File: config.mk
export PLATFORM = sky130hd
export DESIGN_NAME = usbl_ctrl
export DESIGN_NICKNAME = d
export VERILOG_FILES = /design/src/usbl_pkg.sv /design/src/usbl_ctrl.sv
export SDC_FILE = /design/constraint.sdc
export NUM_CORES = 1
export LEC_CHECK = 0
export BUFFER_PORTS_ARGS = -buffer_cell sky130_fd_sc_hd__clkbuf_2
export CAP_MARGIN = 20
export CORE_UTILIZATION = 61
export DETAILED_ROUTE_END_ITERATION = 8
export PLACE_DENSITY = 0.88
export SYNTH_ARGS = -nofsm -noshare
export SYNTH_HDL_FRONTEND = slang
export SYNTH_SLANG_ARGS = --single-unit
export TNS_END_PERCENT = 5
File: constraint.sdc
create_clock -name clk_sys -period 3.8 [get_ports clk_sys]
set_input_delay 0.76 -clock clk_sys [delete_from_list [all_inputs] [get_ports clk_sys]]
set_output_delay 0.76 -clock clk_sys [all_outputs]
set_load 0.05 [all_outputs]
File: src/usbl_pkg.sv
// usbl_pkg: constants, register map and carrier types of the usb link control
// assumes one 125 MHz system clock shared by the serial engine and registers
package usbl_pkg;

    // register indices on the 4-bit register port
    localparam logic [3:0] ADR_TOKEN = 4'h0;
    localparam logic [3:0] ADR_STATUS = 4'h1;
    localparam logic [3:0] ADR_MASK = 4'h2;
    localparam logic [3:0] ADR_CTRL = 4'h3;
    localparam logic [3:0] ADR_FADDR = 4'h4;
    localparam logic [3:0] ADR_EP0 = 4'h5;
    localparam logic [3:0] ADR_DONE_EP = 4'h8;
    localparam int NUM_EP = 3;

    // irq_status / irq_mask bit positions
    localparam int ST_IDLE = 7;
    localparam int ST_DMA = 6;
    localparam int ST_DONE = 5;
    localparam int ST_ERR = 4;
    localparam int ST_LOST = 3;
    localparam int ST_WAKE = 2;
    localparam int ST_RST = 1;
    localparam int ST_SOF = 0;

    // usb_control bit positions
    localparam int CT_RESUME = 3;
    localparam int CT_REGOFF = 2;
    localparam int CT_SLEEP = 1;
    localparam int CT_FORCE_BUS_RESET = 0;

    // token_line_status bit positions
    localparam int TOK_HI = 7;
    localparam int TOK_LO = 6;
    localparam int LINE_SE0 = 2;
    localparam int LINE_K = 1;

    // endpoint_tx_control bit positions
    localparam int EP_EXPECT = 7;
    localparam int EP_TOGGLE = 6;
    localparam int EP_ST_HI = 5;
    localparam int EP_ST_LO = 4;
    localparam int EP_LEN_HI = 3;

    // reset values
    localparam logic [7:0] STATUS_RST = 8'h00;
    localparam logic [7:0] MASK_RST = 8'h00;
    localparam logic [3:0] CTRL_RST = 4'h6;
    localparam logic [6:0] FADDR_RST = 7'h00;
    localparam logic [7:0] EP_RST = 8'h00;

    // token pid codes (upper two bits) and the fixed lower pair
    localparam logic [1:0] PID_FIXED_LO = 2'h1;
    localparam logic [1:0] TOK_OUT = 2'h0;
    localparam logic [1:0] TOK_IN = 2'h2;
    localparam logic [1:0] TOK_SETUP = 2'h3;

    // idle time before a sleep request
    localparam int IDLE_TIME_MS = 3;
    localparam int CLK_KHZ = 125000;
    localparam int IDLE_CYC = IDLE_TIME_MS * CLK_KHZ;

    typedef enum logic [1:0] {
        TXS_OFF = 2'b00,
        TXS_STALL = 2'b01,
        TXS_NAK = 2'b10,
        TXS_VALID = 2'b11
    } usbl_txs_t;

    // events and levels from the serial engine
    typedef struct packed {
        logic token_valid;
        logic [3:0] token_pid;
        logic [1:0] token_ep;
        logic [6:0] token_addr;
        logic bus_idle;
        logic bus_activity;
        logic se0;
        logic kstate;
        logic bus_reset;
        logic keepalive;
        logic resume_end;
        logic dma_late;
        logic err_timeout;
        logic err_crc;
        logic err_stuff;
        logic err_frame;
        logic xfer_end;
        logic pid_ok;
        logic crc_ok;
        logic toggle_ok;
        logic overrun;
        logic hs_refused;
        logic host_ack;
        logic in_req;
        logic out_end;
        logic [3:0] out_len;
    } usbl_sie_t;

    // answers back to the serial engine
    typedef struct packed {
        usbl_txs_t in_answer;
        logic tx_toggle;
        logic [3:0] tx_len;
        logic out_stall;
        logic addr_match;
    } usbl_ans_t;

endpackage : usbl_pkg

File: src/usbl_ctrl.sv
// usbl_ctrl: register file, event flags and endpoint answers of the usb link
// assumes the serial engine inputs are synchronous to clk_sys and one-cycle
// pulses except bus_idle, se0, kstate and bus_reset which are levels
// Function
// - latch token pid bits 3:2 read-only
// - mirror se0 and k line states
// - flags set by hardware, cleared writing zero
// - sleep request after idle over 3 ms
// - flag late dma service
// - transfer done only for clean acked transfers
// - error flag on timeout crc stuff frame
// - event lost when err or sof repeats
// - wake flag on activity while asleep
// - bus reset clears address and endpoints
// - sof flag on keep-alive and resume end
// - irq when non-wake flag and mask, not disabled
// - drive resume while resume bit set
// - power-down bit turns regulator off
// - force sleep bit, cleared by activity
// - force reset holds reset, irq on release
// - seven-bit address, top bit reads zero
// - expect-status stalls nonzero out data
// - send toggle set on setup, flips on ack
// - send state selects off stall nak send
// - done in or setup sets state nak
// - token kind and endpoint frozen while done
// - all valid endpoints nak while done set
`timescale 1ns/1ps
module usbl_ctrl #(
    parameter int IDLE_CYCLES = usbl_pkg::IDLE_CYC
) (
    // clock and reset
    input wire logic clk_sys,
    input wire logic rst_n,
    // register port
    input wire logic [3:0] reg_addr,
    input wire logic [7:0] reg_wdata,
    input wire logic reg_wr,
    input wire logic reg_rd,
    output logic [7:0] reg_rdata,
    // processor
    input wire logic cpu_irq_disable,
    output logic irq,
    output logic wake_irq,
    // serial engine
    input usbl_pkg::usbl_sie_t sie,
    output usbl_pkg::usbl_ans_t ans,
    // link control
    output logic iface_reset,
    output logic resume_drive,
    output logic regulator_off,
    output logic suspended
);

    logic [7:0] irq_status_r;
    logic [7:0] irq_mask_r;
    logic [3:0] usb_control_r;
    logic [6:0] function_address_r;
    logic [7:0] endpoint_tx_control_r [usbl_pkg::NUM_EP];
    logic [1:0] token_kind_r;
    logic [1:0] done_ep_r;
    logic line_se0_r;
    logic line_k_r;
    logic force_bus_reset_q_r;
    logic chk_en_r;
    logic [19:0] idle_cnt_r;
    logic [7:0] reg_rdata_r;
    logic [7:0] rd_nxt;
    logic [7:0] flag_set;
    logic usb_rst;
    logic idle_hit;
    logic err_any;
    logic sof_any;
    logic done_set;
    logic ep_ok;
    logic [7:0] ep_cur;
    logic wr_status;
    logic wr_ctrl;

    localparam logic [19:0] IDLE_LIM = 20'(IDLE_CYCLES);

    // rest of the interface follows a bus or forced reset
    assign usb_rst = sie.bus_reset | usb_control_r[usbl_pkg::CT_FORCE_BUS_RESET];
    assign wr_status = reg_wr && reg_addr == usbl_pkg::ADR_STATUS;
    assign wr_ctrl = reg_wr && reg_addr == usbl_pkg::ADR_CTRL;
    assign err_any = sie.err_timeout | sie.err_crc | sie.err_stuff |
        sie.err_frame;
    assign sof_any = sie.keepalive | sie.resume_end;
    // only clean transfers that were not refused
    assign done_set = sie.xfer_end & sie.pid_ok & sie.crc_ok & sie.toggle_ok &
        ~sie.overrun & ~sie.err_stuff & ~sie.err_frame & ~sie.hs_refused;
    // strictly more than the idle time
    assign idle_hit = chk_en_r & sie.bus_idle & (idle_cnt_r == IDLE_LIM);
    assign ep_ok = 32'(sie.token_ep) < usbl_pkg::NUM_EP;
    assign ep_cur = ep_ok ? endpoint_tx_control_r[sie.token_ep] : 8'h00;

    always_comb begin
        flag_set = 8'h00;
        flag_set[usbl_pkg::ST_IDLE] = idle_hit;
        flag_set[usbl_pkg::ST_DMA] = sie.dma_late;
        flag_set[usbl_pkg::ST_DONE] = done_set;
        flag_set[usbl_pkg::ST_ERR] = err_any;
        flag_set[usbl_pkg::ST_LOST] =
            (err_any & irq_status_r[usbl_pkg::ST_ERR]) |
            (sof_any & irq_status_r[usbl_pkg::ST_SOF]);
        flag_set[usbl_pkg::ST_WAKE] = sie.bus_activity &
            usb_control_r[usbl_pkg::CT_SLEEP];
        // release of forced reset counts as a bus reset
        flag_set[usbl_pkg::ST_RST] = sie.bus_reset |
            (force_bus_reset_q_r & ~usb_control_r[usbl_pkg::CT_FORCE_BUS_RESET]);
        flag_set[usbl_pkg::ST_SOF] = sof_any;
    end

    // write of zero clears, set wins
    always_ff @(posedge clk_sys or negedge rst_n) begin
        if (!rst_n) begin
            irq_status_r <= usbl_pkg::STATUS_RST;
        end else if (wr_status) begin
            irq_status_r <= (irq_status_r & reg_wdata) | flag_set;
        end else begin
            irq_status_r <= irq_status_r | flag_set;
        end
    end

    always_ff @(posedge clk_sys or negedge rst_n) begin
        if (!rst_n) begin
            irq_mask_r <= usbl_pkg::MASK_RST;
        end else if (reg_wr && reg_addr == usbl_pkg::ADR_MASK) begin
            irq_mask_r <= reg_wdata;
        end
    end

    always_ff @(posedge clk_sys or negedge rst_n) begin
        if (!rst_n) begin
            usb_control_r <= usbl_pkg::CTRL_RST;
        end else begin
            if (wr_ctrl) begin
                usb_control_r <= reg_wdata[3:0];
            end
            if (sie.bus_activity) begin
                usb_control_r[usbl_pkg::CT_SLEEP] <= 1'b0;
            end
        end
    end

    always_ff @(posedge clk_sys or negedge rst_n) begin
        if (!rst_n) begin
            force_bus_reset_q_r <= 1'b0;
        end else begin
            force_bus_reset_q_r <= usb_control_r[usbl_pkg::CT_FORCE_BUS_RESET];
        end
    end

    // check off from forced sleep until resume ends or a bus or forced reset
    always_ff @(posedge clk_sys or negedge rst_n) begin
        if (!rst_n) begin
            chk_en_r <= 1'b1;
        end else if (usb_rst || sie.resume_end) begin
            chk_en_r <= 1'b1;
        end else if (wr_ctrl && reg_wdata[usbl_pkg::CT_SLEEP]) begin
            chk_en_r <= 1'b0;
        end
    end

    // saturates one past the limit so the flag is raised once per idle spell
    always_ff @(posedge clk_sys or negedge rst_n) begin
        if (!rst_n) begin
            idle_cnt_r <= 20'h00000;
        end else if (!chk_en_r || !sie.bus_idle) begin
            idle_cnt_r <= 20'h00000;
        end else if (idle_cnt_r <= IDLE_LIM) begin
            idle_cnt_r <= idle_cnt_r + 20'h00001;
        end
    end

    always_ff @(posedge clk_sys or negedge rst_n) begin
        if (!rst_n) begin
            function_address_r <= usbl_pkg::FADDR_RST;
        end else if (usb_rst) begin
            function_address_r <= usbl_pkg::FADDR_RST;
        end else if (reg_wr && reg_addr == usbl_pkg::ADR_FADDR) begin
            function_address_r <= reg_wdata[6:0];
        end
    end

    // capture with fixed low pid pair only
    // frozen while transfer done is set
    always_ff @(posedge clk_sys or negedge rst_n) begin
        if (!rst_n) begin
            token_kind_r <= usbl_pkg::TOK_OUT;
            done_ep_r <= 2'h0;
        end else if (sie.token_valid && !irq_status_r[usbl_pkg::ST_DONE] &&
                     sie.token_pid[1:0] == usbl_pkg::PID_FIXED_LO) begin
            token_kind_r <= sie.token_pid[3:2];
            done_ep_r <= sie.token_ep;
        end
    end

    always_ff @(posedge clk_sys or negedge rst_n) begin
        if (!rst_n) begin
            line_se0_r <= 1'b0;
            line_k_r <= 1'b0;
        end else begin
            line_se0_r <= sie.se0;
            line_k_r <= sie.kstate;
        end
    end

    // hardware updates follow the software write so they win a collision
    for (genvar i = 0; i < usbl_pkg::NUM_EP; i++) begin : g_ep
        logic sel;
        assign sel = sie.token_ep == 2'(i);
        always_ff @(posedge clk_sys or negedge rst_n) begin
            if (!rst_n) begin
                endpoint_tx_control_r[i] <= usbl_pkg::EP_RST;
            end else if (usb_rst) begin
                endpoint_tx_control_r[i] <= usbl_pkg::EP_RST;
            end else begin
                if (reg_wr && reg_addr == usbl_pkg::ADR_EP0 + 4'(i)) begin
                    endpoint_tx_control_r[i] <= reg_wdata;
                end
                // toggle on setup and host ack
                if (sel && sie.token_valid &&
                    sie.token_pid[3:2] == usbl_pkg::TOK_SETUP) begin
                    endpoint_tx_control_r[i][usbl_pkg::EP_TOGGLE] <= 1'b1;
                end else if (sel && sie.host_ack) begin
                    endpoint_tx_control_r[i][usbl_pkg::EP_TOGGLE] <=
                        ~endpoint_tx_control_r[i][usbl_pkg::EP_TOGGLE];
                end
                // nak after a done in or setup
                if (sel && done_set && (token_kind_r == usbl_pkg::TOK_IN ||
                    token_kind_r == usbl_pkg::TOK_SETUP)) begin
                    endpoint_tx_control_r[i][usbl_pkg::EP_ST_HI:
                        usbl_pkg::EP_ST_LO] <= usbl_pkg::TXS_NAK;
                end
            end
        end
    end

    // valid endpoints nak while done is pending
    always_comb begin
        ans.in_answer = usbl_pkg::TXS_OFF;
        if (ep_ok && !usb_rst) begin
            ans.in_answer = usbl_pkg::usbl_txs_t'(
                ep_cur[usbl_pkg::EP_ST_HI:usbl_pkg::EP_ST_LO]);
            if (ans.in_answer == usbl_pkg::TXS_VALID &&
                irq_status_r[usbl_pkg::ST_DONE]) begin
                ans.in_answer = usbl_pkg::TXS_NAK;
            end
        end
        ans.tx_toggle = ep_cur[usbl_pkg::EP_TOGGLE];
        // length trusted as written by software
        ans.tx_len = ep_cur[usbl_pkg::EP_LEN_HI:0];
        // nonzero out data stalled when status expected
        ans.out_stall = sie.out_end & ep_cur[usbl_pkg::EP_EXPECT] &
            (sie.out_len != 4'h0);
        ans.addr_match = sie.token_addr == function_address_r;
    end

    // wake event has its own request line
    assign irq = |(irq_status_r & irq_mask_r & ~(8'h01 << usbl_pkg::ST_WAKE))
        & ~cpu_irq_disable;
    assign wake_irq = irq_status_r[usbl_pkg::ST_WAKE] &
        irq_mask_r[usbl_pkg::ST_WAKE] & ~cpu_irq_disable;
    assign resume_drive = usb_control_r[usbl_pkg::CT_RESUME];
    assign regulator_off = usb_control_r[usbl_pkg::CT_REGOFF];
    assign suspended = usb_control_r[usbl_pkg::CT_SLEEP];
    assign iface_reset = usb_rst;

    always_comb begin
        rd_nxt = 8'h00;
        case (reg_addr)
            usbl_pkg::ADR_TOKEN: begin
                rd_nxt[usbl_pkg::TOK_HI:usbl_pkg::TOK_LO] = token_kind_r;
                rd_nxt[usbl_pkg::LINE_SE0] = line_se0_r;
                rd_nxt[usbl_pkg::LINE_K] = line_k_r;
            end
            usbl_pkg::ADR_STATUS: rd_nxt = irq_status_r;
            usbl_pkg::ADR_MASK: rd_nxt = irq_mask_r;
            usbl_pkg::ADR_CTRL: rd_nxt = {4'h0, usb_control_r};
            usbl_pkg::ADR_FADDR: rd_nxt = {1'b0, function_address_r};
            usbl_pkg::ADR_DONE_EP: rd_nxt = {6'h00, done_ep_r};
            default: begin
                if (reg_addr >= usbl_pkg::ADR_EP0 &&
                    32'(reg_addr - usbl_pkg::ADR_EP0) < usbl_pkg::NUM_EP) begin
                    rd_nxt = endpoint_tx_control_r[reg_addr[1:0] - 2'h1];
                end
            end
        endcase
    end

    // read data stand one cycle only, zero otherwise
    always_ff @(posedge clk_sys or negedge rst_n) begin
        if (!rst_n) begin
            reg_rdata_r <= 8'h00;
        end else begin
            reg_rdata_r <= reg_rd ? rd_nxt : 8'h00;
        end
    end
    assign reg_rdata = reg_rdata_r;
endmodule : usbl_ctrl

== Word-level counts from Yosys, hierarchy flattened ==
Cells that the tools add are included.

* Bitwise operators: 40
* Add/sub/neg operators: 3
* Equal/unequal tests: 17
* Magnitude comparators: 6
* Reduce and logical (&&, ||, !) cells: 54
* Muxes and demuxes: 39

{| class="wikitable"
|+ Operator list
! operator !! count
|-
| two-way mux 8 bit || 14
|-
| two-way mux 20 bit || 2
|-
| binary-select mux 8 bit (select 2 bit) || 2
|-
| < comparator 32 x 2 -> 1 bit, second input constant || 1
|-
| logical AND 1 bit || 28
|-
| adder 20 x 1 -> 20 bit, second input constant || 1
|-
| == test 20 x 19 -> 1 bit, second input constant || 1
|-
| <= comparator 20 x 19 -> 1 bit, second input constant || 1
|-
| bitwise AND 1 bit || 18
|-
| bitwise AND 8 bit || 2
|-
| == test 4 x 3 -> 1 bit, second input constant || 4
|-
| bitwise OR 8 bit || 2
|-
| nonzero test 4 bit || 4
|-
| one-hot mux 3 bit (5 select lines) || 1
|-
| two-way mux 7 bit || 2
|-
| nonzero test 2 bit || 7
|-
| two-way mux 2 bit || 6
|-
| one-hot mux 2 bit (6 select lines) || 1
|-
| == test 2 bit, second input constant || 5
|-
| one-hot mux 2 bit (5 select lines) || 1
|-
| two-way mux 1 bit || 9
|-
| NOT 1 bit || 9
|-
| nonzero test 3 bit || 3
|-
| == test 4 x 2 -> 1 bit, second input constant || 2
|-
| 18 further kinds || 33
|}

* Word-level logic and storage cells: 181
* Output and inout port bits: 23
* Register bits after elaboration: 87

== Longest topological paths before layout ==
* Word-level depth: 11
* Mapped depth: 9
* Depth with buffers taken out: 7

== Worst setup path after synthesis ==
Ideal clock, no wire load.

* Path kind: in2out
* From: input sie[20] (netlist name)
* To: output ans[7] (netlist name)
* Stages: 4
* Path slack: 0.470 ns
* Data arrival time: 2.570 ns
* Required time: 3.040 ns
* Cell sequence: or2_2 > clkbuf_1 > clkbuf_1 > a211oi_1

{| class="wikitable"
|+ RTL lines
! item !! RTL line !! text
|-
| start: declaration || usbl_ctrl.sv:46 || <nowiki>input usbl_pkg::usbl_sie_t sie,</nowiki>
|-
| end: declaration || usbl_ctrl.sv:47 || <nowiki>output usbl_pkg::usbl_ans_t ans,</nowiki>
|}

==> flow_summary.yaml <==
status:
  run_status: "finished clean"
setup_path:
  critPathMaxFanout: 35
  worstSetupStartpointType: "input pin"
  crit_buf_inv: 2
  reg2reg_depth: 5
  worstPathArrival_ns: 2.05
  cell_mode_on_critical_path: "clkbuf_2"
  cp_slowest_stage_delay_ns: 0.56
  worst-endpoint-required_ns: 3.04
  regToRegEndpoint: "idle_cnt_r[2]"
  crit_path_end_kind: "primary output"
  critical_path.top_delay_family: "simple AND/OR/NAND/NOR gates"
  cp_slowest_cell: "or2_2"
  regToRegSetupSlack_ns: 1.53
  critPathKind: "in -> out"
  worst_setup_path_startpoint: "sie[20]"
  path_cells: "clkbuf_2, or2_2, a21oi_1, and2_1, clkbuf_2"
  crit-reg2reg-launch: "idle_cnt_r[17]"
pwr:
  peakVddDrop_mv: 0.3075
  totalPowerFinal_uw: 2068
  p_leak_uw: 0.002320
  power_density_of_the_placed_cells_nw_per_um2: 388.6
detailed_routing:
  routedLengthMet1_um: 4834
  met2RoutedLength_um: 6119
  wirelength_um: 12430
  detail_route.vias_per_cell: 6.511
  met3_length_um: 965
  via_count: 4310
  drt_first_iter_violations: 379
  routed_wire_per_std_cell_um: 18.78
  postRouteAntennaNets: 0
  route.top_layer_used: "met4"
  detail_route.first_pass.iterations: 5
  drc: 0
cts:
  cts-resized-gates: 0
  cts_setup_buffers: 0
  worstSkewPairLatency_ns: 0.37
  tritoncts: "done"
  ctsRootBufferMaster: "clkbuf_8"
  postCtsHoldBufs: 0
  cts_made_buffers: 9
  cts.sink_count: 87
  clkSlewWorstSetupHoldPaths_ns: 0.09
  clockBufferDepth: 2
  htree_levels: 3
synthesis:
  proportion_of_synthesized_area_in_mux_cells: 0.07676
  post_synth_xor_area_fraction: 0.01503
  synth-edff-count: 0
  yosys.area_share.adder: 0.01879
  syn-num-nets: 557
  post_synth_main_area_contributors: "dfrtp_1 (45%), nand2_1 (7.0%), a21oi_1 (4.8%)"
  synth_area_per_cell_um2: 9.437
  postSynth.asyncResetShare: 1.000
  synth-compound-area-share: 0.1884
  synthDominantCellAreaShare: 0.4509
  post-synth-top-count-cell: "nand2_1"
  synth_common_cells: "nand2_1 (87), dfrtp_1 (84), a21oi_1 (45)"
  syn-cell-area_um2: 4662
  dominant_combinational_cell_family_by_area_after_synthesis: "simple AND/OR/NAND/NOR gates"
  yosysSeqAreaShare: 0.4678
  synth_simple_gate_area_frac: 0.1994
  yosysWarnings: 0
  synth_area_leader: "dfrtp_1"
  netlist-cell-type-count: 63
  synthesis.instances: 494
  yosys_most_used_dff: "dfrtp_1"
  synth-seq-cells: 87
floorplanning:
  core_region_area_um2: 7331
  initial_utilization: 0.6359
  die-area_um2: 7996
  floorplan.die.width_um: 89.42
  top_level_ports: 79
  die_boundary_height_um: 89.42
  placement_rows: 31
place:
  dp_hpwl_um: 8651
  number_of_buffers_inserted_by_port_buffering: 77
  gp_congestion: 0.9017
  dpl_worst_slack_ns: 0.9114
  place_area_um2: 5065
timing:
  worst_slew_margin_rel: 0.4140
  max_clock_freq_mhz: 356.1
  post-route-period-util: 0.7391
  post-route-min-period_ns: 2.808
  maxSlewViolCount: 0
  worst_slack_ns: 0.9916
  hold_violations: 0
  tns_ns: 0
  max_slew.worst_pin.slew_ns: 0.8672
  worst_clock_skew_ns: 0.005830
  unrepaired_setup_endpoints_after_global_routing: "no"
  setup_viol_count_final: 0
grt:
  grt_first_pass_wirelength_um: 19820
  groute.usage.overall: 0.3321
  first_global_vias: 4117
  overflow: 0
  grt_max_degree: 88
  antenna_found_initial: 0
layout:
  layout.cell_area.non_filler_um2: 5321
  finish.net_count: 621
  areaGrowthSynthToFinish_pct: 14.14
  layout-drive-gt1-share: 0.2167
  final_core_util: 0.7259
  num_antenna_cells: 0
min_path:
  worst_hold_path_type: "in -> async"
run:
  drv.max_cap_violation_count: 0
==> metal layers <==
layer	vias to the layer above	global-route usage
met3	50	0.07664
li1	1931	-
met5	-	0
met4	0	0.1400
met2	241	0.5559
met1	2088	0.4154
==> logic make-up after synthesis <==
kind of cell | Yosys count
compound gates | 135
mux | 34
flops | 87
simple gates | 187
buf+inv | 36
fa+ha+maj | 7
xor+xnor | 8
==> cells in the final DEF, fill, tap and decap left out, types with 5 or more instances in the layout <==
cell / Yosys / layout
clkbuf_8: 0 / 10
nand2b_1: 6 / 6
a21oi_1: 45 / 45
dfrtp_1: 84 / 84
clkbuf_2: 0 / 76
a22o_1: 6 / 6
ha_1: 7 / 7
mux2_2: 14 / 14
nor2_1: 18 / 18
nor3_1: 5 / 5
inv_1: 8 / 8
nand2_1: 87 / 87
a31oi_1: 8 / 8
and2_1: 7 / 7
a222oi_1: 8 / 8
mux2i_1: 20 / 20
o21ai_0: 31 / 31
nand3_1: 16 / 16
nor2b_1: 9 / 9
or4_1: 6 / 6
==> area by class of cell <==
class / instances / area (um2)
multi-input combinational: 371 / 2323
sequential: 87 / 2181
fill: 530 / 2009
timing repair buffer: 80 / 430.4
clock buffer: 10 / 137.6
tap: 99 / 123.9
clock inverter: 6 / 91.34
inverter: 9 / 33.78
==> stage by stage <==
stage | std cells | hold slack, ns
after floorplan | 494 | 0.3865
after global placement | 645 | 0.4221
after detailed placement | 645 | 0.4256
after CTS | 661 | 0.4417
after global routing | 662 | 0.2077
final | 662 | 0.2083
==> sequential cells by signal, summed over array words and instances, names as in the netlist <==
| register | count |
|---|---|
| idle_cnt_r | 20 |
| token_kind_r | 2 |
| reg_rdata | 8 |
| usb_control_r | 4 |
| done_ep_r | 2 |
| force_bus_reset_q_r | 1 |
| endpoint_tx_control_r | 24 |
| line_k_r | 1 |
| irq_status_r | 8 |
| line_se0_r | 1 |
| function_address_r | 7 |
| irq_mask_r | 8 |
| chk_en_r | 1 |
==> worst register-to-register path: cells and delay by family (launching register included) <==
family	cells	cell delay, ns
and+or+nand+nor	2	0.73
AOI/OAI and AO/OA	3	1.00
DFF	1	0.43
==> report_power, final <==
part / switching, uW / internal [uW]
Clock: 344 / 393
Sequential: 46.5 / 979
Combinational: 195 / 110
==> worst max-delay path by stage <==
stage | to | cells after the start | slack [ns]
floorplan | ans[7] | 4 | 0.47
global placement | reg_rdata[5] | 8 | 0.99
detailed placement | reg_rdata[5] | 8 | 0.91
CTS | ans[7] | 4 | 1.03
global route | ans[7] | 5 | 0.92
finish | ans[8] | 5 | 0.99
(Power assumes the default switching activity.)
